==> src/inc/wec_pkg.sv <==
// Package of constants and types shared by the wake event collector.
package wec_pkg;

  // Bus address width; register indices become byte addresses times four.
  localparam int ADDR_W = 20;

  // Register indices of the wake source registers.
  localparam logic [15:0] IDX_INT_SRC_ONE = 16'h7f02;
  localparam logic [15:0] IDX_WAKE_ONE    = 16'h7f2a;
  localparam logic [15:0] IDX_WAKE_TWO    = 16'h7f2b;
  localparam logic [15:0] IDX_WAKE_EIGHT  = 16'h7f55;
  localparam logic [15:0] IDX_WAKE_FOUR   = 16'h7f59;
  localparam logic [15:0] IDX_WAKE_FIVE   = 16'h7f5e;
  localparam logic [15:0] IDX_WAKE_SIX    = 16'h7f63;
  localparam logic [15:0] IDX_WAKE_SEVEN  = 16'h7f64;

  // Slot order of the wake source array.
  localparam logic [15:0] WAKE_IDX [8] = '{IDX_INT_SRC_ONE, IDX_WAKE_ONE, IDX_WAKE_TWO,
                                          IDX_WAKE_EIGHT, IDX_WAKE_FOUR, IDX_WAKE_FIVE,
                                          IDX_WAKE_SIX, IDX_WAKE_SEVEN};

  // Mask, edge select and sleep control registers.
  localparam logic [15:0] IDX_MASK_BASE = 16'h7f70;
  localparam logic [15:0] IDX_EDGE_BASE = 16'h7f78;
  localparam logic [15:0] IDX_CTRL      = 16'h7f7c;

  // Reset values.
  localparam logic [7:0] WAKE_RST = 8'h00;
  localparam logic [7:0] MASK_RST = 8'h00;
  localparam logic [7:0] EDGE_RST = 8'h00;

  // Control register bit positions.
  localparam int CTRL_SLEEP_BIT  = 0;
  localparam int CTRL_RING_BIT   = 1;
  localparam int CTRL_ASLEEP_BIT = 2;
  localparam int CTRL_MAIN_BIT   = 3;

  // Bus responses.
  localparam logic [1:0] RESP_OKAY   = 2'b00;
  localparam logic [1:0] RESP_SLVERR = 2'b10;

  typedef enum logic [1:0] {
    WEC_RUN    = 2'b00,
    WEC_SLEEP  = 2'b01,
    WEC_RESUME = 2'b10
  } wec_state_t;

  typedef enum logic [2:0] {
    WEC_K_NONE = 3'b000,
    WEC_K_WAKE = 3'b001,
    WEC_K_MASK = 3'b010,
    WEC_K_EDGE = 3'b011,
    WEC_K_CTRL = 3'b100
  } wec_kind_t;

  typedef struct packed {
    wec_kind_t  kind;
    logic [2:0] sel;
  } wec_dec_t;

  // Pins that arrive from outside the clock domain.
  typedef struct packed {
    logic [7:0]  key_scan_inputs;
    logic        infrared_receive_pin;
    logic        ring_indicator_pin_n;
    logic        bus_one_data;
    logic        bus_two_data;
    logic        general_wakeup_input_n;
    logic [6:0]  aux_inputs;
    logic [21:0] gpio_pins;
    logic        floppy_on_parallel_detect;
    logic [7:0]  host_pins;
    logic        main_power_on;
  } wec_pins_t;

  // Levels from logic on the same clock; a rising level is one event.
  typedef struct packed {
    logic clock_alarm_wake;
    logic hibernation_timer_wake;
    logic power_status_wake;
    logic power_enable_wake;
    logic power_control_wake;
    logic fan_one_slow_wake;
    logic fan_two_slow_wake;
  } wec_internal_t;

endpackage

==> src/rtl/wec_top.sv <==
// Wake event collector: pin and internal wake sources, AXI4-Lite registers, sleep control.
//
// Chosen here: the AXI4-Lite slave port.
`timescale 1ns/1ps

// Functional notes
// - Internal sources flag bits in wake source one, two and seven; hibernation shares bit 2 with infrared.
// - General pins wake on a software selected edge, falling after reset.
// - Detection keeps working while the main power plane is off.
// - Detection runs from standby power and while the core sleeps.
// - Falling edge on any key scan input sets any-key bit 1 of 0x7f2b.
// - Falling edge on infrared receive pin sets bit 2 of 0x7f2b.
// - Fan slow detectors set bits 0 and 1 of 0x7f64.
// - Either edge on floppy detect pin sets bit 2 of 0x7f64.
// - Pin 8, also second infrared input, sets bit 2 of 0x7f5e, edge programmable.
// - Pins 11 and 12 set bits 5 and 6 of 0x7f5e.
// - Alternate function activity on a wake pin still raises its wake event.
// - Only the listed pins are wake capable; no others raise events.
// - While asleep only an unmasked wake event ends the sleep.
// - A wake starts the ring oscillator and resumes the core.
module wec_top
  import wec_pkg::*;
(
  input  wire logic              aclk,
  input  wire logic              aresetn,
  input  wire wec_pins_t         pins,
  input  wire wec_internal_t     internal_src,
  input  wire logic [ADDR_W-1:0] s_axi_awaddr,
  input  wire logic              s_axi_awvalid,
  output logic                   s_axi_awready,
  input  wire logic [31:0]       s_axi_wdata,
  input  wire logic [3:0]        s_axi_wstrb,
  input  wire logic              s_axi_wvalid,
  output logic                   s_axi_wready,
  output logic [1:0]             s_axi_bresp,
  output logic                   s_axi_bvalid,
  input  wire logic              s_axi_bready,
  input  wire logic [ADDR_W-1:0] s_axi_araddr,
  input  wire logic              s_axi_arvalid,
  output logic                   s_axi_arready,
  output logic [31:0]            s_axi_rdata,
  output logic [1:0]             s_axi_rresp,
  output logic                   s_axi_rvalid,
  input  wire logic              s_axi_rready,
  output logic                   irq,
  output logic                   core_sleep,
  output logic                   ring_osc_enable,
  output logic                   core_resume
);

  // Map a byte address onto a register kind and slot.
  function automatic wec_dec_t decode(input logic [ADDR_W-1:0] a);
    wec_dec_t    d;
    logic [15:0] idx;
    d.kind = WEC_K_NONE;
    d.sel  = 3'h0;
    idx    = a[17:2];
    if (a[1:0] == 2'b00 && a[ADDR_W-1:18] == '0) begin
      for (int i = 0; i < 8; i++) begin
        if (idx == WAKE_IDX[i]) begin
          d.kind = WEC_K_WAKE;
          d.sel  = 3'(i);
        end
        if (idx == IDX_MASK_BASE + 16'(i)) begin
          d.kind = WEC_K_MASK;
          d.sel  = 3'(i);
        end
      end
      for (int i = 0; i < 3; i++) begin
        if (idx == IDX_EDGE_BASE + 16'(i)) begin
          d.kind = WEC_K_EDGE;
          d.sel  = 3'(i);
        end
      end
      if (idx == IDX_CTRL) begin
        d.kind = WEC_K_CTRL;
      end
    end
    return d;
  endfunction

  // State.
  wec_pins_t     sync1_reg;
  wec_pins_t     sync2_reg;
  wec_pins_t     prev_reg;
  wec_internal_t int_prev_reg;
  logic [7:0]    wake_reg [8];
  logic [7:0]    wake_next [8];
  logic [7:0]    mask_reg [8];
  logic [7:0]    edge_reg [3];
  logic [7:0]    evt [8];
  wec_state_t    state_reg;
  logic          ring_reg;
  logic          irq_reg;
  logic          resume_reg;
  logic          sleep_reg;
  logic          pending;

  // Bus state.
  logic              awready_reg;
  logic              wready_reg;
  logic              bvalid_reg;
  logic [1:0]        bresp_reg;
  logic              arready_reg;
  logic              rvalid_reg;
  logic [31:0]       rdata_reg;
  logic [1:0]        rresp_reg;
  logic              aw_held_reg;
  logic              w_held_reg;
  logic [ADDR_W-1:0] awaddr_reg;
  logic [7:0]        wbyte_reg;
  logic              wlane_reg;

  // Write decode, shared by all register blocks, and read decode of the live address.
  wec_dec_t wr_dec;
  wec_dec_t rd_dec;
  logic     wr_go;
  logic     wr_en;
  assign wr_dec = decode(awaddr_reg);
  assign rd_dec = decode(s_axi_araddr);
  assign wr_go  = aw_held_reg && w_held_reg && !bvalid_reg;
  assign wr_en  = wr_go && wlane_reg;

  // Two-stage synchroniser plus a history stage; only stage two and history feed logic.
  // The chain runs through reset, so the history matches the pads at release;
  // clearing it would fake an edge on every either-edge pin that idles high.
  // The collector sits on standby power, so it never waits on the main plane.
  always_ff @(posedge aclk) begin
    sync1_reg <= pins;
    sync2_reg <= sync1_reg;
    prev_reg  <= sync2_reg;
  end

  // History of the internal levels, same clock, no synchroniser.
  always_ff @(posedge aclk) begin
    if (!aresetn) begin
      int_prev_reg <= '0;
    end else begin
      int_prev_reg <= internal_src;
    end
  end

  // Edge detection and mapping onto register bits.
  // Pins are watched at the pad, so whatever function owns a pin, its
  // transitions still count; pins absent here cannot wake at all.
  always_comb begin
    logic [21:0]   gp_rise;
    logic [21:0]   gp_fall;
    logic [21:0]   gp_evt;
    logic [23:0]   edge_bits;
    wec_internal_t irise;
    logic [6:0]    aux_any;
    logic [7:0]    host_any;
    gp_rise   = sync2_reg.gpio_pins & ~prev_reg.gpio_pins;
    gp_fall   = prev_reg.gpio_pins & ~sync2_reg.gpio_pins;
    edge_bits = {edge_reg[2], edge_reg[1], edge_reg[0]};
    gp_evt    = (edge_bits[21:0] & gp_rise) | (~edge_bits[21:0] & gp_fall);
    irise     = internal_src & ~int_prev_reg;
    aux_any   = sync2_reg.aux_inputs ^ prev_reg.aux_inputs;
    host_any  = sync2_reg.host_pins ^ prev_reg.host_pins;
    for (int i = 0; i < 8; i++) begin
      evt[i] = 8'h00;
    end
    // Interrupt source one: only pin 3 lands here.
    evt[0][3] = gp_evt[3];
    // Wake source one: bus data falling edges and power events.
    evt[1][3] = prev_reg.bus_two_data & ~sync2_reg.bus_two_data;
    evt[1][4] = prev_reg.bus_one_data & ~sync2_reg.bus_one_data;
    evt[1][5] = irise.power_status_wake;
    evt[1][6] = irise.power_enable_wake;
    evt[1][7] = irise.power_control_wake;
    // Wake source two.
    evt[2][0] = irise.clock_alarm_wake;
    evt[2][1] = (|(prev_reg.key_scan_inputs & ~sync2_reg.key_scan_inputs)) | aux_any[6];
    evt[2][2] = irise.hibernation_timer_wake
                | (prev_reg.infrared_receive_pin & ~sync2_reg.infrared_receive_pin);
    evt[2][3] = prev_reg.general_wakeup_input_n & ~sync2_reg.general_wakeup_input_n;
    evt[2][4] = aux_any[1];
    evt[2][5] = aux_any[0] | aux_any[2];
    evt[2][6] = prev_reg.ring_indicator_pin_n & ~sync2_reg.ring_indicator_pin_n;
    // Wake source eight: host pins, either edge.
    evt[3] = host_any;
    // Wake source four.
    evt[4] = {gp_evt[4], gp_evt[7], aux_any[5], gp_evt[2], gp_evt[1], gp_evt[0],
              aux_any[4], aux_any[3]};
    // Wake source five: pins 5 to 13 less pin 7.
    evt[5] = {gp_evt[13], gp_evt[12], gp_evt[11], gp_evt[10], gp_evt[9], gp_evt[8],
              gp_evt[6], gp_evt[5]};
    // Wake source six: pins 14 to 21, pin 18 on top.
    evt[6] = {gp_evt[18], gp_evt[21], gp_evt[20], gp_evt[19], gp_evt[17:14]};
    // Wake source seven: fans and floppy detect.
    evt[7][0] = irise.fan_one_slow_wake;
    evt[7][1] = irise.fan_two_slow_wake;
    evt[7][2] = sync2_reg.floppy_on_parallel_detect
                ^ prev_reg.floppy_on_parallel_detect;
  end

  // Sticky flags: write one clears, a new event in the same cycle wins.
  always_comb begin
    for (int i = 0; i < 8; i++) begin
      wake_next[i] = wake_reg[i] | evt[i];
      if (wr_en && wr_dec.kind == WEC_K_WAKE && wr_dec.sel == 3'(i)) begin
        wake_next[i] = (wake_reg[i] & ~wbyte_reg) | evt[i];
      end
    end
  end

  always_ff @(posedge aclk) begin
    if (!aresetn) begin
      for (int i = 0; i < 8; i++) begin
        wake_reg[i] <= WAKE_RST;
      end
    end else begin
      for (int i = 0; i < 8; i++) begin
        wake_reg[i] <= wake_next[i];
      end
    end
  end

  // Mask registers, same layout as the wake source registers.
  always_ff @(posedge aclk) begin
    if (!aresetn) begin
      for (int i = 0; i < 8; i++) begin
        mask_reg[i] <= MASK_RST;
      end
    end else if (wr_en && wr_dec.kind == WEC_K_MASK) begin
      mask_reg[wr_dec.sel] <= wbyte_reg;
    end
  end

  // Edge select for general pins: one means rising, zero means falling.
  always_ff @(posedge aclk) begin
    if (!aresetn) begin
      for (int i = 0; i < 3; i++) begin
        edge_reg[i] <= EDGE_RST;
      end
    end else if (wr_en && wr_dec.kind == WEC_K_EDGE && wr_dec.sel < 3'd3) begin
      edge_reg[wr_dec.sel[1:0]] <= wbyte_reg;
    end
  end

  // Any unmasked flag drives the interrupt and ends a sleep.
  always_comb begin
    pending = 1'b0;
    for (int i = 0; i < 8; i++) begin
      pending = pending | (|(wake_reg[i] & mask_reg[i]));
    end
  end

  always_ff @(posedge aclk) begin
    if (!aresetn) begin
      irq_reg <= 1'b0;
    end else begin
      irq_reg <= pending;
    end
  end

  // Sleep sequencing. The oscillator is forced off during sleep and started
  // by the wake; firmware switches it off again once it runs on a crystal.
  always_ff @(posedge aclk) begin
    if (!aresetn) begin
      state_reg  <= WEC_RUN;
      ring_reg   <= 1'b0;
      resume_reg <= 1'b0;
      sleep_reg  <= 1'b0;
    end else begin
      resume_reg <= 1'b0;
      unique case (state_reg)
        WEC_RUN: begin
          if (wr_en && wr_dec.kind == WEC_K_CTRL) begin
            ring_reg <= wbyte_reg[CTRL_RING_BIT];
            if (wbyte_reg[CTRL_SLEEP_BIT]) begin
              state_reg <= WEC_SLEEP;
              sleep_reg <= 1'b1;
              ring_reg  <= 1'b0;
            end
          end
        end
        WEC_SLEEP: begin
          if (pending) begin
            state_reg  <= WEC_RESUME;
            sleep_reg  <= 1'b0;
            ring_reg   <= 1'b1;
            resume_reg <= 1'b1;
          end
        end
        WEC_RESUME: begin
          state_reg <= WEC_RUN;
        end
        default: begin
          state_reg <= WEC_RUN;
          sleep_reg <= 1'b0;
        end
      endcase
    end
  end

  // Write channel: address and data are taken in either order, then answered.
  always_ff @(posedge aclk) begin
    if (!aresetn) begin
      awready_reg <= 1'b1;
      wready_reg  <= 1'b1;
      aw_held_reg <= 1'b0;
      w_held_reg  <= 1'b0;
      awaddr_reg  <= '0;
      wbyte_reg   <= 8'h00;
      wlane_reg   <= 1'b0;
      bvalid_reg  <= 1'b0;
      bresp_reg   <= RESP_OKAY;
    end else begin
      if (s_axi_awvalid && awready_reg) begin
        awaddr_reg  <= s_axi_awaddr;
        aw_held_reg <= 1'b1;
        awready_reg <= 1'b0;
      end
      if (s_axi_wvalid && wready_reg) begin
        wbyte_reg  <= s_axi_wdata[7:0];
        wlane_reg  <= s_axi_wstrb[0];
        w_held_reg <= 1'b1;
        wready_reg <= 1'b0;
      end
      if (wr_go) begin
        bvalid_reg  <= 1'b1;
        aw_held_reg <= 1'b0;
        w_held_reg  <= 1'b0;
        bresp_reg   <= (wr_dec.kind == WEC_K_NONE) ? RESP_SLVERR : RESP_OKAY;
      end
      if (bvalid_reg && s_axi_bready) begin
        bvalid_reg  <= 1'b0;
        awready_reg <= 1'b1;
        wready_reg  <= 1'b1;
      end
    end
  end

  // Read channel: one cycle from address to data. Reads have no side effect.
  always_ff @(posedge aclk) begin
    if (!aresetn) begin
      arready_reg <= 1'b1;
      rvalid_reg  <= 1'b0;
      rdata_reg   <= 32'h0000_0000;
      rresp_reg   <= RESP_OKAY;
    end else begin
      if (s_axi_arvalid && arready_reg) begin
        arready_reg <= 1'b0;
        rvalid_reg  <= 1'b1;
        rresp_reg   <= RESP_OKAY;
        rdata_reg   <= 32'h0000_0000;
        unique case (rd_dec.kind)
          WEC_K_WAKE: rdata_reg[7:0] <= wake_reg[rd_dec.sel];
          WEC_K_MASK: rdata_reg[7:0] <= mask_reg[rd_dec.sel];
          WEC_K_EDGE: rdata_reg[7:0] <= edge_reg[rd_dec.sel[1:0]];
          WEC_K_CTRL: begin
            rdata_reg[CTRL_RING_BIT]   <= ring_reg;
            rdata_reg[CTRL_ASLEEP_BIT] <= (state_reg == WEC_SLEEP);
            rdata_reg[CTRL_MAIN_BIT]   <= sync2_reg.main_power_on;
          end
          WEC_K_NONE: rresp_reg <= RESP_SLVERR;
          default: rresp_reg <= RESP_SLVERR;
        endcase
      end
      if (rvalid_reg && s_axi_rready) begin
        rvalid_reg  <= 1'b0;
        arready_reg <= 1'b1;
      end
    end
  end

  // Outputs straight from flip-flops.
  assign s_axi_awready   = awready_reg;
  assign s_axi_wready    = wready_reg;
  assign s_axi_bvalid    = bvalid_reg;
  assign s_axi_bresp     = bresp_reg;
  assign s_axi_arready   = arready_reg;
  assign s_axi_rvalid    = rvalid_reg;
  assign s_axi_rdata     = rdata_reg;
  assign s_axi_rresp     = rresp_reg;
  assign irq             = irq_reg;
  assign core_sleep      = sleep_reg;
  assign ring_osc_enable = ring_reg;
  assign core_resume     = resume_reg;

endmodule

==> config.mk <==
export PLATFORM = sky130hd
export DESIGN_NAME = wec_top
export DESIGN_NICKNAME = d
export VERILOG_FILES = /design/src/inc/wec_pkg.sv /design/src/rtl/wec_top.sv
export SDC_FILE = /design/constraint.sdc
export NUM_CORES = 1
export LEC_CHECK = 0
export BUFFER_PORTS_ARGS = -buffer_cell sky130_fd_sc_hd__buf_2
export CAP_MARGIN = 10
export CORE_MARGIN = 2
export CORE_UTILIZATION = 30
export DETAILED_ROUTE_END_ITERATION = 7
export GPL_TIMING_DRIVEN = 0
export HOLD_SLACK_MARGIN = 0.15
export PLACE_DENSITY_LB_ADDON = 0.3
export SYNTH_ARGS = -nofsm -noshare
export SYNTH_HDL_FRONTEND = slang
export SYNTH_SLANG_ARGS = --single-unit
==> constraint.sdc <==
create_clock -name aclk -period 4.1 [get_ports aclk]
set_input_delay 0.205 -clock aclk [delete_from_list [all_inputs] [get_ports aclk]]
set_output_delay 0.205 -clock aclk [all_outputs]
set_load 0.05 [all_outputs]
# Yosys cells after proc, flatten, opt, wreduce, memory -nomap -nowiden
# Memories as Yosys holds them, arrays and structs flattened.
# Cells that the tools add are included.
[totals] elab_cells=340 output_inout_bits=45 mem_count=3 ff_bits=216 ramBits=152
[op_classes] mux=90 n_lt_le_gt_ge=1 bitwise=78 reduce_logical=51 n_eq_ne=60
[mem_list] memory="mask_reg" words=8 width=8 read_ports=9 rd_ports_with_merged_regs=0 wr=8 line_no="wec_top.sv:89" rtl="logic [7:0] mask_reg [8];"
[mem_list] memory="wake_reg" words=8 width=8 read_ports=9 rd_ports_with_merged_regs=0 wr=8 line_no="wec_top.sv:87" rtl="logic [7:0] wake_reg [8];"
[mem_list] memory="edge_reg" words=3 width=8 read_ports=4 rd_ports_with_merged_regs=0 wr=3 line_no="wec_top.sv:90" rtl="logic [7:0] edge_reg [3];"
[op_table] op="$eq 16x15->1 const B" count=40
[op_table] op="$mux 6" count=38
[op_table] op="$mux 8" count=18
[op_table] op="$and 8x8->8" count=17
[op_table] op="$and 22x22->22" count=4
[op_table] op="$reduce_or 8->1" count=11
[op_table] op="$or 8x8->8" count=10
[op_table] op="$not 22->22" count=3
[op_table] op="$logic_and 1x1->1" count=23
[op_table] op="$or 22x22->22" count=1
[op_table] op="$eq 3x2->1 const B" count=6
[op_table] op="$eq 3x3->1 const B" count=6
[op_table] op="$or 1x1->1" count=18
[op_table] op="$mux 1" count=17
[op_table] op="$not 8->8" count=2
[op_table] op="$or 8x3->8" count=2
[op_table] op="$or 8x4->8" count=2
[op_table] op="$or 8x7->8" count=2
[op_table] op="$mux 2" count=6
[op_table] op="$pmux 3 s4" count=1
[op_table] op="$pmux 4 s3" count=1
[op_table] op="$logic_not 2->1" count=5
[op_table] op="$eq 3x1->1 const B" count=3
[op_table] op="$mux 3" count=3
[op_table] op="23 further kinds" count=41

# Depth between registers and ports, before layout
[logic_depth] ltp_word=30 ltp_mapped=12 depth_no_buf=8

# Least setup slack after synthesis
# OpenSTA, ideal clock, no wires.
[synth_timing] kind="reg2reg" startpoint="register awaddr_reg[19]" endpoint="memory mask_reg[7][0], enable pin" arrival_ps=2626 path_slack_ps=1090 stages_incl_launch_ff=7 setup_time_ps=384 cell_sequence="dfxtp_1 or4_1 buf_2 or3_4 a211oi_4 nand3_1 o21ai_0"
[synth_lines] item="from (decl)" line_no="wec_top.sv:110" rtl="logic [ADDR_W-1:0] awaddr_reg;"
[synth_lines] item="from (signal assigned)" line_no="wec_top.sv:312" rtl="awaddr_reg <= s_axi_awaddr;"
[synth_lines] item="to (decl)" line_no="wec_top.sv:89"

==> results.ini <==
[setup_path]
crit_path_start_kind=flop
regToRegEndpoint=mask_reg[3][0]
path_cells=clkbuf_1 -> nand2b_1 -> or3_1 -> o311ai_1 -> nand4_1 -> nor2_1 -> clkbuf_1 -> nand2_1 -> nand2_1
cp_max_fo=10
r2r_slack_ns=0.29
rr_worst_depth=9
worst-path-buf-inv=2
cpPeakStageDelay_ns=0.53
crit_required_ns=4.33
crit_family=simple AND/OR/NAND/NOR gates
cpMaxStageDelayCell=o311ai_1
critPathKind=flop to flop
arrival_ns=4.04
r2r_start=awaddr_reg[6]
endpoint_kind=flop

[yosys]
netlist_instances=1407
netlist_top_cells_count=278 x dfxtp_1, 154 x nand2_1, 95 x edfxtp_1
yosys_register_bits=373
synthTopCellsByArea=dfxtp_1 37%, edfxtp_1 19%, nand2_1 3.9%
async_reset_ff_share_pct=0
ys_warn_count=0
synth_area_um2=14800
synth.avg_cell_area_um2=10.6
yosysTopAreaCellShare_pct=37.5
synth_ff_type=dfxtp_1
yosysMostFrequentCell=dfxtp_1
synth_edf_count=95
ys_seq_area_share_pct=56.7
yosysTopAreaCell=dfxtp_1
yosysUniqueCellTypes=75

[floorplanning]
die_x_um=226
io_pins=187
dieArea_um2=51300
rows=81
fp.dieH_um=226
start_util_pct=30.3
coreArea_um2=49000

[global_route]
grt_pass1_wl_um=82200
antenna_found_initial=5
grt_max_degree=14
grt_overflow=0
grt_pass1_vias=11800
grt_usage_pct=22.6

[cts]
clock_latency_ns=0.58
h-tree-depth=2
cts.sinks=373
clock-root-buffer=clkbuf_16
clkTransAtPathRegs_ns=0.06
clockBufferDepth=3
tritoncts=yes
cts_buffers=42
post-cts-setup-buffers=0

[routing]
drc=0
num_vias=12100
drtPass1Iterations=5
wirelength_um=57700
wl_per_cell_um=23.9
ant_nets=0
drt_iter0_drc=878
avgViaCountPerCell=5.01

[sta]
fmax_ghz=0.262
max_slew.worst_pin.slew_ns=1.20
finClkSkew_ns=0.0335
hold_violations=0
slew_violations=0
finalCriticalPeriod_ns=3.81
finalCritPeriodShare_pct=92.9
hold_slack_ns=0.253
rsz0062_at_grt=false
finalSetupViolCount=0
slew_headroom_pct=20.0
setup_ws_ns=0.289

[power]
vdd_drop_max_mv=0.367
leakage_uw=0.00753
power_uw=8660
power_density_nw_per_um2=458

[min_path]
hold_class=input port to flop
hp-start=pins[41]
hold_end=sync1_reg[41]
holdPathStages=2

[run]
max_cap_viol_count=0

[layout]
antenna_cells=0
synthToLayoutAreaGrowth_pct=27.3
drive_gt1_share_pct=15.7
nets=1856

[placed_design]
pre_cts_ws_ns=-0.0573
portBuffers=131
gp_congestion=0.972
hpwlAfterDp_um=43100

[outcome]
status=completed

==> worst reg2reg max path, cell delays in order, from the launching register on <==
cell and delay, ns:
dfxtp_1 0.30, clkbuf_1 0.21, nand2b_1 0.29, or3_1 0.37, o311ai_1 0.54, nand4_1 0.48
nor2_1 0.52, clkbuf_1 0.36, nand2_1 0.09, nand2_1 0.31
==> worst max-delay path by stage <==
stage	from	endpoint	slack [ns]	depth (start not counted)
after CTS	awaddr_reg[6]	edge_reg[2][0]	0.12	9
final	awaddr_reg[6]	mask_reg[3][0]	0.29	9
after global placement	awaddr_reg[0]	mask_reg[6][4]	-0.14	6
after detailed placement	awaddr_reg[6]	edge_reg[1][3]	-0.06	10
after floorplan	awaddr_reg[19]	mask_reg[7][0]	1.09	6
after global routing	awaddr_reg[6]	mask_reg[3][0]	0.02	9
==> per-layer routing <==
| layer | up-vias | track usage, % | part of all wire [%] |
|---|---|---|---|
| met5 | - | 0 | 0 |
| met2 | 427 | 37.1 | 46 |
| met1 | 5876 | 29.5 | 44 |
| met3 | 104 | 3.21 | 5.3 |
| met4 | 0 | 10.4 | 4.6 |
| li1 | 5682 | - | - |
==> layout make-up <==
type / instances / area, um^2
clock buffers: 59 / 1260
multi-input cells: 912 / 5870
inverters: 40 / 150
clock inverters: 18 / 178
repair buffers: 231 / 1640
fillers: 4860 / 30100
well taps: 664 / 831
plain buffers: 114 / 548
flip-flops and latches: 373 / 8420
==> cells by family after synthesis <==
| family | synth area share, % |
|---|---|
| and+or+nand+nor | 17.3 |
| DFF | 56.7 |
| AOI/OAI and AO/OA | 16.1 |
| buffers and inverters | 4.68 |
| muxes | 4.15 |
| xor gates and xnor gates | 1.00 |
| adders and majority gates | 0.0674 |
| other | 0.0253 |
==> report_power, final <==
group | switching [uW] | total [uW] | leakage, uW | internal (uW)
registers | 162 | 4130 | 0.00323 | 3970
clock network | 1570 | 3860 | 0.000716 | 2290
logic | 398 | 666 | 0.00358 | 268
total | 2130 | 8660 | 0.00753 | 6530
==> placed cells by master (no fill, tap or decap), types with 7 or more instances in the layout <==
cell and count:
a21boi_0 49, a21boi_1 7, a21o_1 8, a21oi_1 34, a221oi_1 8, a22o_1 7, a22oi_1 18, a31oi_1 36
a32o_1 8, and2_1 52, and3_1 61, and3b_1 18, buf_2 143, buf_4 30, clkbuf_1 79, clkbuf_16 46
clkinv_2 9, conb_1 33, dfxtp_1 278, dlygate4sd3_1 96, edfxtp_1 95, inv_1 39, mux2i_1 57, nand2_1 154
nand2b_1 12, nand3_1 33, nand4_1 10, nand4b_1 8, nor2_1 37, nor2b_1 8, nor3_1 8, nor3b_1 20
nor4_1 11, o21a_1 26, o21ai_0 45, o22ai_1 8, o31a_1 22, xor2_1 16
==> what timing repair did <==
action	CTS	global route
gates resized for setup	1	6
hold endpoints to repair	101	0
setup endpoints to repair	8	32
hold buffers	96	0
==> metrics by stage <==
step           utilization (%)  cells  cell area [um^2]  setup TNS, ns
3_3_place_gp              33.6   2234             16500          -1.72
3_5_place_dp              33.6   2236             16500         -0.450
5_1_grt                   38.6   2411             18900              0
6_report                  38.6   2411             18900              0
2_1_floorplan                -   1439             15000              0
4_1_cts                   38.6   2409             18900              0
Note: power is estimated with default switching activity, not from simulation.
